`src/rtl/conv_ctrl_pkg.sv`:
```
// Constants for the converter channel and clock control block.
// Assumes a plain register port with 3-bit word addresses.
package conv_ctrl_pkg;

    // ------------------------------------------------------------
    // Register map
    // ------------------------------------------------------------
    localparam logic [2:0] ADDR_STATUS_CONTROL = 3'h0;
    localparam logic [2:0] ADDR_RESULT         = 3'h1;
    localparam logic [2:0] ADDR_CLOCK_SETUP    = 3'h2;

    // ------------------------------------------------------------
    // Status and control fields
    // ------------------------------------------------------------
    localparam int BIT_COMPLETE   = 7;
    localparam int BIT_IRQ_EN     = 6;
    localparam int BIT_CONTINUOUS = 5;
    localparam int CHAN_W         = 5;

    // ------------------------------------------------------------
    // Clock setup fields
    // ------------------------------------------------------------
    localparam int BIT_SOURCE     = 4;
    localparam int PRESCALE_LSB   = 5;

    // ------------------------------------------------------------
    // Reset values
    // ------------------------------------------------------------
    localparam logic [4:0] CHAN_RESET      = 5'h1F;
    localparam logic [2:0] PRESCALE_RESET  = 3'h0;
    localparam logic       SOURCE_RESET    = 1'b0;

    // ------------------------------------------------------------
    // Channel codes
    // ------------------------------------------------------------
    localparam logic [4:0] CHAN_LAST_EXT   = 5'h07;
    localparam logic [4:0] CHAN_REF_HIGH   = 5'h1D;
    localparam logic [4:0] CHAN_REF_LOW    = 5'h1E;
    localparam logic [4:0] CHAN_POWER_OFF  = 5'h1F;

    // ------------------------------------------------------------
    // Conversion timing, in converter clock cycles, and reference result codes
    // ------------------------------------------------------------
    localparam logic [4:0] CONV_CYCLES     = 5'h10;
    localparam logic [7:0] REF_HIGH_CODE   = 8'hFF;
    localparam logic [7:0] REF_LOW_CODE    = 8'h00;

endpackage : conv_ctrl_pkg

```
`src/rtl/conv_ctrl.sv`:
```
// Converter channel select, result register and clock control.
// Assumes an external successive-approximation core returning a sample
// for the routed channel; sample data come in as bytes, reference codes are byte constants.
//
// How it works
// Channel codes 0 to 7 route external inputs 0 to 7 in order to the converter.
// Code 11101 routes the high reference and 11110 the low reference.
// Channel code all ones powers the converter off.
// Software waits one conversion after leaving power-off before trusting a result.
// Reserved channel codes give an undefined result.
// One 8-bit result register is loaded every time a conversion completes.
// The 3-bit prescaler divides by 1, 2, 4 or 8 for codes 0 to 3, and by 16 when its top bit is set.
// Source select 1 takes the bus clock, 0 the oscillator clock.
// Reset selects the oscillator clock as source.
// Software picks source and divider to give about 1 MHz.
// A status and control write starts a conversion lasting 16 or 17 converter clocks.
// Continuous mode overwrites results; with interrupts off the flag sets once then clears on write or result read.
// With interrupts enabled each conversion end requests an interrupt, cleared likewise.
// Stop mode aborts any conversion; none restarts after it ends until a status and control write.
// Power-off code completes no conversion and sets neither flag nor request.
`timescale 1ns/1ps
`default_nettype none
module conv_ctrl
    import conv_ctrl_pkg::*;
#(
    parameter int NUM_CH = 8
)(
    input  wire logic              clk_sys,
    input  wire logic              rstn,
    input  wire logic [2:0]        reg_addr,
    input  wire logic [7:0]        reg_wdata,
    input  wire logic              reg_wr,
    input  wire logic              reg_rd,
    output logic [7:0]             reg_rdata,
    input  wire logic              stop_mode,
    input  wire logic              oscillator_reference_clock,
    input  wire logic [NUM_CH*8-1:0] analog_input_channels,
    output logic [NUM_CH-1:0]      channel_route,
    output logic                   route_reference_high,
    output logic                   route_reference_low,
    output logic                   converter_power_on,
    output logic                   converter_busy,
    output logic                   conversion_irq
);
    // ------------------------------------------------------------
    // State
    // ------------------------------------------------------------
    typedef enum logic [2:0] {
        ST_IDLE = 3'b001,
        ST_SYNC = 3'b010,
        ST_CONV = 3'b100
    } conv_state_t;

    conv_state_t   state_ff, nxt_state;
    logic [4:0]    channel_select_field_ff, nxt_channel;
    logic          continuous_ff, nxt_continuous;
    logic          irq_en_ff, nxt_irq_en;
    logic          complete_ff, nxt_complete;
    logic          first_done_ff, nxt_first_done;
    logic [7:0]    result_ff, nxt_result;
    logic [2:0]    prescale_ff, nxt_prescale;
    logic          source_ff, nxt_source;
    logic [4:0]    cycle_ff, nxt_cycle;
    logic [7:0]    rdata_ff, nxt_rdata;
    logic [NUM_CH-1:0] route_ff, nxt_route;
    logic          ref_hi_ff, nxt_ref_hi;
    logic          ref_lo_ff, nxt_ref_lo;
    logic          power_ff, nxt_power;
    logic          irq_ff, nxt_irq;
    logic          busy_ff, nxt_busy;

    logic          wr_ctrl;
    logic          rd_result;
    logic          powered;
    logic          conv_tick;
    logic          done;
    logic [7:0]    sample;

    assign wr_ctrl   = reg_wr && reg_addr == ADDR_STATUS_CONTROL;
    assign rd_result = reg_rd && reg_addr == ADDR_RESULT;
    assign powered   = channel_select_field_ff != CHAN_POWER_OFF;

    // ------------------------------------------------------------
    // Converter clock
    // ------------------------------------------------------------
    conv_clock_gen u_clk (
        .clk_sys    (clk_sys),
        .rstn       (rstn),
        .run        (state_ff != ST_IDLE),
        .source_sel (source_ff),
        .prescale   (prescale_ff),
        .osc_ref    (oscillator_reference_clock),
        .conv_tick  (conv_tick)
    );

    // ------------------------------------------------------------
    // Channel routing
    // ------------------------------------------------------------
    genvar g;
    generate
        for (g = 0; g < NUM_CH; g++) begin : g_route
            assign nxt_route[g] = channel_select_field_ff == 5'(g);
        end
    endgenerate

    always_comb begin
        nxt_ref_hi = channel_select_field_ff == CHAN_REF_HIGH;
        nxt_ref_lo = channel_select_field_ff == CHAN_REF_LOW;
        nxt_power  = powered && !stop_mode;
        // Reserved codes return whatever lies on channel zero: undefined
        if (channel_select_field_ff <= CHAN_LAST_EXT) begin
            sample = analog_input_channels[channel_select_field_ff[2:0]*8 +: 8];
        end else if (nxt_ref_hi) begin
            sample = REF_HIGH_CODE;
        end else if (nxt_ref_lo) begin
            sample = REF_LOW_CODE;
        end else begin
            sample = analog_input_channels[7:0];
        end
    end

    // ------------------------------------------------------------
    // Routing registers
    // ------------------------------------------------------------
    always_ff @(posedge clk_sys or negedge rstn) begin
        if (!rstn) begin
            route_ff  <= '0;
            ref_hi_ff <= 1'b0;
            ref_lo_ff <= 1'b0;
            power_ff  <= 1'b0;
        end else begin
            route_ff  <= nxt_route;
            ref_hi_ff <= nxt_ref_hi;
            ref_lo_ff <= nxt_ref_lo;
            power_ff  <= nxt_power;
        end
    end

    // ------------------------------------------------------------
    // Conversion sequencer
    // ------------------------------------------------------------
    always_comb begin
        nxt_state = state_ff;
        nxt_cycle = cycle_ff;
        done      = 1'b0;
        case (state_ff)
            ST_IDLE: begin
                nxt_cycle = 5'h00;
            end
            ST_SYNC: begin
                // First tick aligns to the divider and counts as cycle 1 of the 16
                if (conv_tick) begin
                    nxt_state = ST_CONV;
                    nxt_cycle = 5'h01;
                end
            end
            ST_CONV: begin
                if (conv_tick) begin
                    if (cycle_ff >= CONV_CYCLES - 5'h01) begin
                        done      = 1'b1;
                        nxt_cycle = 5'h00;
                        nxt_state = continuous_ff ? ST_SYNC : ST_IDLE;
                    end else begin
                        nxt_cycle = cycle_ff + 5'h01;
                    end
                end
            end
            default: begin
                nxt_state = ST_IDLE;
                nxt_cycle = 5'h00;
            end
        endcase
        if (wr_ctrl) begin
            nxt_state = ST_SYNC;
            nxt_cycle = 5'h00;
        end
        // The code being written decides, so leaving power-off starts at once
        if (stop_mode || nxt_channel == CHAN_POWER_OFF) begin
            nxt_state = ST_IDLE;
            nxt_cycle = 5'h00;
            done      = 1'b0;
        end
        // Busy leaves its own flop so the pin follows the state cleanly
        nxt_busy = nxt_state != ST_IDLE;
    end

    // ------------------------------------------------------------
    // Sequencer registers
    // ------------------------------------------------------------
    always_ff @(posedge clk_sys or negedge rstn) begin
        if (!rstn) begin
            state_ff <= ST_IDLE;
            cycle_ff <= 5'h00;
            busy_ff  <= 1'b0;
        end else begin
            state_ff <= nxt_state;
            cycle_ff <= nxt_cycle;
            busy_ff  <= nxt_busy;
        end
    end

    // ------------------------------------------------------------
    // Registers and flags
    // ------------------------------------------------------------
    always_comb begin
        nxt_channel    = channel_select_field_ff;
        nxt_continuous = continuous_ff;
        nxt_irq_en     = irq_en_ff;
        nxt_prescale   = prescale_ff;
        nxt_source     = source_ff;
        nxt_result     = result_ff;
        nxt_complete   = complete_ff;
        nxt_first_done = first_done_ff;
        nxt_irq        = irq_ff;
        if (wr_ctrl) begin
            nxt_channel    = reg_wdata[CHAN_W-1:0];
            nxt_continuous = reg_wdata[BIT_CONTINUOUS];
            nxt_irq_en     = reg_wdata[BIT_IRQ_EN];
            nxt_complete   = 1'b0;
            nxt_first_done = 1'b0;
            nxt_irq        = 1'b0;
        end
        if (reg_wr && reg_addr == ADDR_CLOCK_SETUP) begin
            nxt_prescale = reg_wdata[PRESCALE_LSB +: 3];
            nxt_source   = reg_wdata[BIT_SOURCE];
        end
        if (rd_result) begin
            nxt_complete = 1'b0;
            nxt_irq      = 1'b0;
        end
        // Completion set wins over a same-cycle clear
        if (done) begin
            nxt_result = sample;
            nxt_first_done = 1'b1;
            if (irq_en_ff) begin
                nxt_irq = 1'b1;
            end else if (!continuous_ff || !first_done_ff) begin
                nxt_complete = 1'b1;
            end
        end
    end

    always_comb begin
        nxt_rdata = 8'h00;
        if (reg_rd) begin
            case (reg_addr)
                ADDR_STATUS_CONTROL: nxt_rdata = {complete_ff, irq_en_ff, continuous_ff,
                                                  channel_select_field_ff};
                ADDR_RESULT:         nxt_rdata = result_ff;
                ADDR_CLOCK_SETUP:    nxt_rdata = {prescale_ff, source_ff, 4'h0};
                default:             nxt_rdata = 8'h00;
            endcase
        end
    end

    always_ff @(posedge clk_sys or negedge rstn) begin
        if (!rstn) begin
            channel_select_field_ff <= CHAN_RESET;
            continuous_ff           <= 1'b0;
            irq_en_ff               <= 1'b0;
            complete_ff             <= 1'b0;
            first_done_ff           <= 1'b0;
            result_ff               <= 8'h00;
            prescale_ff             <= PRESCALE_RESET;
            source_ff               <= SOURCE_RESET;
            irq_ff                  <= 1'b0;
        end else begin
            channel_select_field_ff <= nxt_channel;
            continuous_ff           <= nxt_continuous;
            irq_en_ff               <= nxt_irq_en;
            complete_ff             <= nxt_complete;
            first_done_ff           <= nxt_first_done;
            result_ff               <= nxt_result;
            prescale_ff             <= nxt_prescale;
            source_ff               <= nxt_source;
            irq_ff                  <= nxt_irq;
        end
    end

    always_ff @(posedge clk_sys or negedge rstn) begin
        if (!rstn) begin
            rdata_ff <= 8'h00;
        end else begin
            rdata_ff <= nxt_rdata;
        end
    end

    // ------------------------------------------------------------
    // Outputs
    // ------------------------------------------------------------
    assign reg_rdata            = rdata_ff;
    assign channel_route        = route_ff;
    assign route_reference_high = ref_hi_ff;
    assign route_reference_low  = ref_lo_ff;
    assign converter_power_on   = power_ff;
    assign converter_busy       = busy_ff;
    assign conversion_irq       = irq_ff;

endmodule : conv_ctrl
`default_nettype wire

```
`src/rtl/conv_clock_gen.sv`:
```
// Converter clock enable generator: source select and prescaler.
// Assumes the oscillator reference is a level synchronous to clk_sys.
`timescale 1ns/1ps
`default_nettype none
module conv_clock_gen
    import conv_ctrl_pkg::*;
(
    input  wire logic       clk_sys,
    input  wire logic       rstn,
    input  wire logic       run,
    input  wire logic       source_sel,
    input  wire logic [2:0] prescale,
    input  wire logic       osc_ref,
    output logic            conv_tick
);
    logic       osc_d_ff;
    logic [3:0] div_ff;
    logic       tick_ff;
    logic       nxt_osc_d;
    logic [3:0] nxt_div;
    logic       nxt_tick;
    logic       src_edge;
    logic [3:0] limit;

    always_comb begin
        nxt_osc_d = osc_ref;
        // Bus clock gives an edge every cycle; oscillator on its rising edge
        src_edge  = source_sel ? 1'b1 : (osc_ref & ~osc_d_ff);
        case (prescale)
            3'b000:  limit = 4'h0;
            3'b001:  limit = 4'h1;
            3'b010:  limit = 4'h3;
            3'b011:  limit = 4'h7;
            default: limit = 4'hF;
        endcase
        nxt_div  = div_ff;
        nxt_tick = 1'b0;
        if (!run) begin
            nxt_div = 4'h0;
        end else if (src_edge) begin
            if (div_ff >= limit) begin
                nxt_div  = 4'h0;
                nxt_tick = 1'b1;
            end else begin
                nxt_div = div_ff + 4'h1;
            end
        end
    end

    always_ff @(posedge clk_sys or negedge rstn) begin
        if (!rstn) begin
            osc_d_ff <= 1'b0;
            div_ff   <= 4'h0;
            tick_ff  <= 1'b0;
        end else begin
            osc_d_ff <= nxt_osc_d;
            div_ff   <= nxt_div;
            tick_ff  <= nxt_tick;
        end
    end

    assign conv_tick = tick_ff;
endmodule : conv_clock_gen
`default_nettype wire

```
`config.mk`:
```
export PLATFORM = sky130hd
export DESIGN_NAME = conv_ctrl
export DESIGN_NICKNAME = d
export VERILOG_FILES = /design/src/rtl/conv_ctrl_pkg.sv /design/src/rtl/conv_ctrl.sv /design/src/rtl/conv_clock_gen.sv
export SDC_FILE = /design/constraint.sdc
export NUM_CORES = 1
export LEC_CHECK = 0
export BUFFER_PORTS_ARGS = -buffer_cell sky130_fd_sc_hd__buf_4
export CORE_MARGIN = 8
export CORE_UTILIZATION = 46
export DETAILED_ROUTE_END_ITERATION = 10
export GPL_TIMING_DRIVEN = 0
export PLACE_DENSITY = 0.76
export SKIP_CTS_REPAIR_TIMING = 1
export SYNTH_ARGS = -nofsm -noshare
export SYNTH_HDL_FRONTEND = slang
export SYNTH_SLANG_ARGS = --single-unit
```
`constraint.sdc`:
```
create_clock -name clk_sys -period 1.9 [get_ports clk_sys]
set_input_delay 0 -clock clk_sys [delete_from_list [all_inputs] [get_ports clk_sys]]
set_output_delay 0 -clock clk_sys [all_outputs]
set_load 0.02 [all_outputs]
```
After elaboration in Yosys (flattened, before gate mapping)
Cells that the tools add are included.
{"block": "word_totals", "in_bits": 81, "regBits": 56}
{"block": "op_classes", "muxes": 42, "n_bitwise": 2, "n_eq_ne": 24, "magnitude_cmp": 3, "add_sub_neg": 2, "shifts": 1, "reduce_logical": 14}
{"operator": "64-bit by 7-bit variable part select with 8-bit output", "count": 1}
{"operator": "8-bit 2-to-1 mux", "count": 4}
{"operator": "5-bit 2-to-1 mux", "count": 6}
{"operator": "8-bit one-hot mux with 3 select lines", "count": 1}
{"operator": "5-bit by 3-bit == test with 1-bit output, second input constant", "count": 4}
{"operator": "1-bit 2-to-1 mux", "count": 19}
{"operator": "4-bit one-hot mux with 4 select lines", "count": 1}
{"operator": "5-bit == test, second input constant", "count": 3}
{"operator": "3-bit 2-to-1 mux", "count": 5}
{"operator": "3-bit by 2-bit == test with 1-bit output, second input constant", "count": 4}
{"operator": "4-bit 2-to-1 mux", "count": 3}
{"operator": "5-bit by 2-bit == test with 1-bit output, second input constant", "count": 2}
{"operator": "5-bit one-hot mux with 2 select lines", "count": 1}
{"operator": "3-bit by 1-bit == test with 1-bit output, second input constant", "count": 3}
{"operator": "3-bit one-hot mux with 3 select lines", "count": 1}
{"operator": "4-bit by 3-bit != test with 1-bit output, second input constant", "count": 2}
{"operator": "3-bit zero test", "count": 2}
{"operator": "3-bit by 1-bit != test with 1-bit output, second input constant", "count": 2}
{"operator": "5-bit by 1-bit adder with 5-bit output, second input constant", "count": 1}
{"operator": "5-bit by 1-bit == test with 1-bit output, second input constant", "count": 1}
{"operator": "5-bit by 4-bit greater-or-equal comparator with 1-bit output, second input constant", "count": 1}
{"operator": "5-bit by 3-bit <= comparator with 1-bit output, second input constant", "count": 1}
{"operator": "5-bit zero test", "count": 1}
{"operator": "5-bit != test, second input constant", "count": 1}
{"operator": "12 further kinds", "count": 18}

Depth between registers and ports, before layout
{"block": "logic_depth", "word_depth": 7, "ltp_mapped": 9, "mapped_depth_nobuf": 8}

Cells and area by module
A second synthesis with hierarchy kept.
{"block": "hier_totals", "hier_cells": 307, "hier_area_um2": 3330.7}
{"mod": "conv_ctrl", "instances": 1, "cells_each": 263, "area_each_um2": 2909.0}
{"mod": "conv_clock_gen", "instances": 1, "cells_each": 44, "area_each_um2": 421.7}

Worst setup path before layout
No wires, ideal clock.
{"block": "synth_path", "kind": "reg-to-reg", "from": "reg prescale_ff[2]", "to": "reg u_clk.div_ff[3]", "slack_ns": -0.102, "path_stages_with_launch": 8, "setup_ns": 0.126, "n_path_buf": 0, "arrival_ns": 1.876, "period_less_slack_ns": 2.002, "path_cell_list": "dfrtp_1 -> or3_1 -> ha_1 -> nand2b_1 -> a21oi_1 -> o21ai_0 -> nor2_1 -> a221o_1"}
{"block": "synth_between", "elab_chain_cells": 6, "elab_cells_between_ends": 9, "cone_classes": "1 x order compare; 3 x eq/ne; 4 x mux; 1 x reduce/logical"}
{"element": "from (decl)", "line_no": "conv_ctrl.sv:61", "source": "logic [2:0] prescale_ff, nxt_prescale;"}
{"element": "from (signal assigned)", "line_no": "conv_ctrl.sv:274", "source": "prescale_ff <= nxt_prescale;"}
{"element": "3-bit by 2-bit == test with 1-bit output (tied with other cells)", "line_no": "conv_clock_gen.sv:29", "source": "case (prescale)"}
{"element": "4-bit one-hot mux with 4 select lines (*)", "line_no": "conv_clock_gen.sv:29"}
{"element": "4-bit greater-or-equal comparator (*)", "line_no": "conv_clock_gen.sv:41", "source": "if (div_ff >= limit) begin"}
{"element": "4-bit 2-to-1 mux (*)", "line_no": "conv_clock_gen.sv:41"}
{"element": "4-bit 2-to-1 mux (*)", "line_no": "conv_clock_gen.sv:40", "source": "end else if (src_edge) begin"}
{"element": "4-bit 2-to-1 mux (*)", "line_no": "conv_clock_gen.sv:38", "source": "if (!run) begin"}
{"element": "to (signal assigned)", "line_no": "conv_clock_gen.sv:57", "source": "div_ff <= nxt_div;"}
{"element": "to (decl)", "line_no": "conv_clock_gen.sv:17", "source": "logic [3:0] div_ff;"}
Every way passes the cells marked *; elsewhere a longest branch is shown, timed or not. The select of a mux whose other input is x is not followed.
A chain may end at the register's enable or synchronous reset.

Worst setup path after layout
{"block": "layout_path", "from": "reg prescale_ff[2]", "to": "reg u_clk.div_ff[2]"}
The elaborated chain is that of the path after synthesis.

==> flow_metrics.tcl <==
set metrics [dict create \
    final_nets 524 \
    ys_ff_latch 56 \
    yosysSeqAreaShare_pct 44.1 \
    grt_max_degree 57 \
    critPathCaptureType "flop" \
    firstDrtPassIters 4 \
    ios 102 \
    drt_iter0_drc 201 \
    postSynth.asyncResetShare_pct 100 \
    core.rowCount 30 \
    worst_slew_pin_slew_ns 0.704 \
    track_usage_pct 17.7 \
    timing.rr.start "prescale_ff[2]" \
    clockBufferDepth 2 \
    ys.warnings.count 0 \
    syn-cell-area_um2 3190 \
    grt_pass1_vias 3006 \
    wl_per_cell_um 17.7 \
    r2r-end "u_clk.div_ff[2]" \
    seqPwrFrac_pct 43.8 \
    hold_viol_final 0 \
    worstPathRequired_ns 2.15 \
    vias 2949 \
    slew_headroom_pct 52.8 \
    synth-edff-count 0 \
    antenna_found_initial 0 \
    htreeDepth 2 \
    swShare_pct 33.1 \
    post-route-period-util_pct 102 \
    syn2layout_area_growth_pct 40.6 \
    synth_cell_type_count 45 \
    clk_pin_slew_ns 0.10 \
    ff2ff_setup_slack_ns -0.05 \
    clkPwrFrac_pct 21.7 \
    intPower_mw 2.09 \
    p_sw_mw 1.04 \
    worst_slack_ns -0.0453 \
    power_density_nw_per_um2 697 \
    hpwl_mm 6.77 \
    routabilityCongestion 0.897 \
    start_util_pct 47.3 \
    clock_latency_ns 0.31 \
    portBuffers 100 \
    worstSetupPathType "flop to flop" \
    peakVddDrop_mv 0.396 \
    cts_tree "built" \
    die_x_um 99.3 \
    leakage_nw 2.06 \
    reg2reg_depth 7 \
    final-setup-viol-count 2 \
    outcome "complete, but fails checks" \
    finalPower_mw 3.13 \
    avgSynthCellArea_um2 10.2 \
    cts_buffers 5 \
    drv_cap 0 \
    cts_root_buffer "clkbuf_8" \
    fp.dieH_um 99.3 \
    gr-total-overflow 0 \
    synthCells 314 \
    grt_pass1_wl_mm 14.3 \
    p_comb_share_pct 34.5 \
    cp_data_arrival_time_ns 2.19 \
    endpoint "u_clk.div_ff[2]" \
    n_fill_cell 543 \
    drive_above_1_share_pct 42.6 \
    drt_wl_total_mm 9.13 \
    core_um2 6760 \
    drtAntennaViolNets 0 \
    start_kind "flop" \
    post-route-drc-count 0 \
    period_minus_slack_ns 1.95 \
    skew_ns 0.00901 \
    synth_ff_type "dfrtp_1" \
    viasPerCell 5.70 \
    violations "negative setup slack" \
    critPathLaunch "prescale_ff[2]" \
    hold_path.class "input pin to flop" \
    cts_sinks 56 \
    dieArea_um2 9860 \
    slew_viol_final 0 \
    rsz0062_at_grt "true" \
    cp_max_fo 4 \
    synthesis.nets 402 \
    dp_worst_setup_slack_ns -0.418 \
    num_antenna_cells 0 \
    fmax_mhz 514 \
    fin_util_pct 66.4 \
]
per-stage QoR:
stage,cells,setup TNS [ns],hold slack [ns],cell area (µm²)
after global placement,494,-3.28,0.0920,4050
after detailed placement,494,-3.97,0.0944,4050
after floorplan,314,-0.00365,-0.296,3190
after CTS,502,-4.36,-0.257,4140
final,517,-0.0604,0.0290,4490
after global routing,517,-0.719,0.0565,4490
layer usage:
metal  global-route usage, %  vias to the layer above  part of all wire, %
met3                    5.38                        8                  7.1
met4                    5.47                        0                  1.2
li1                        -                     1401                    -
met2                    29.9                      123                   52
met5                       0                        -                    0
met1                    21.1                     1417                   40
sequential cells by signal (all words and copies together) (netlist names), 3 cells and up:
register                 cells
channel_route                8
state_ff                     3
cycle_ff                     5
u_clk.div_ff                 4
channel_select_field_ff      5
prescale_ff                  3
reg_rdata                    8
result_ff                    8
power by group through the flow:
stage / clock network, mW / logic, mW / registers (mW)
2_1_floorplan: 0 / 0.576 / 1.38
6_report: 0.678 / 1.08 / 1.37
3_3_place_gp: 0 / 0.925 / 1.36
5_1_grt: 0.745 / 1.17 / 1.38
4_1_cts: 0.698 / 0.943 / 1.34
3_5_place_dp: 0 / 0.939 / 1.36
synth_stat cells, types with 2 or more instances:
library cell | number | share of area (%)
nor2b_1 | 3 | 0.59
a21oi_1 | 18 | 2.8
o21ai_0 | 23 | 3.6
mux2i_1 | 10 | 3.1
buf_6 | 2 | 0.71
a21o_1 | 2 | 0.47
a41oi_1 | 2 | 0.55
a211oi_1 | 5 | 1.2
buf_1 | 4 | 0.47
ha_1 | 7 | 2.7
clkbuf_1 | 13 | 1.5
dfrtp_1 | 50 | 39
a221o_1 | 2 | 0.63
or3_1 | 2 | 0.39
mux4_2 | 16 | 11
nand3_1 | 5 | 0.78
nor3_1 | 5 | 0.78
and3b_1 | 2 | 0.55
a221oi_1 | 8 | 2.2
nor4_1 | 3 | 0.59
nor2_1 | 37 | 4.3
mux2_2 | 7 | 2.5
dfstp_2 | 6 | 4.9
nand2b_1 | 5 | 0.98
and2_1 | 2 | 0.39
a31oi_1 | 9 | 1.8
nand2_1 | 39 | 4.6
inv_1 | 10 | 1.2
worst max-delay path, stage by stage, from the launching register on:
cell and delay, ns:
dfrtp_1 0.42, or3_1 0.37, ha_1 0.30, nand2b_4 0.15, a21oi_4 0.14, o21ai_4 0.09
nor4b_2 0.28, a221o_1 0.14
worst min path at each step:
stage	from	end	slack (ns)	cells past startpoint
CTS	rstn	converter_power_on	-0.26	1
floorplan	rstn	channel_route[0]	-0.30	0
detailed placement	rstn	source_ff	0.09	1
global route	reg_rd	reg_rdata[2]	0.06	3
finish	reg_rd	reg_rdata[2]	0.03	3
global placement	rstn	cycle_ff[4]	0.09	1
cell families after synthesis:
family	after synthesis	synth area share, %
adder cells (fa/ha/maj)	7	2.74
AND/OR/NAND/NOR	110	16.2
AO/OA/AOI/OAI	77	15.7
XOR/XNOR	1	0.274
flip-flops	56	44.1
buffers and inverters	30	4.04
multiplexers	33	16.9
cell type report:
| class | instances | area, µm² | area share, % |
|---|---|---|---|
| clock inverter | 3 | 27.5 | 0.613 |
| sequential | 56 | 1410 | 31.4 |
| clock buffer | 5 | 68.8 | 1.53 |
| timing repair buffer | 117 | 905 | 20.2 |
| multi-input combinational | 229 | 1830 | 40.9 |
| tap | 80 | 100 | 2.23 |
| inverter | 10 | 37.5 | 0.836 |
| buffer | 17 | 106 | 2.37 |
placed cells by master, fill, tap and decap left out, types with 6 or more instances in the layout:
cell and count:
mux2_2 6, inv_1 10, dfrtp_1 49, o21ai_1 7, mux4_2 16, dlygate4sd3_1 9
clkbuf_1 6, nand2_1 32, mux2i_1 10, nor2_1 35, buf_4 107, nand2_2 7
dfstp_2 6, a31oi_1 9, o21ai_0 13, a21oi_1 17, a221oi_2 6
Note: power is estimated with default switching activity, not from simulation.
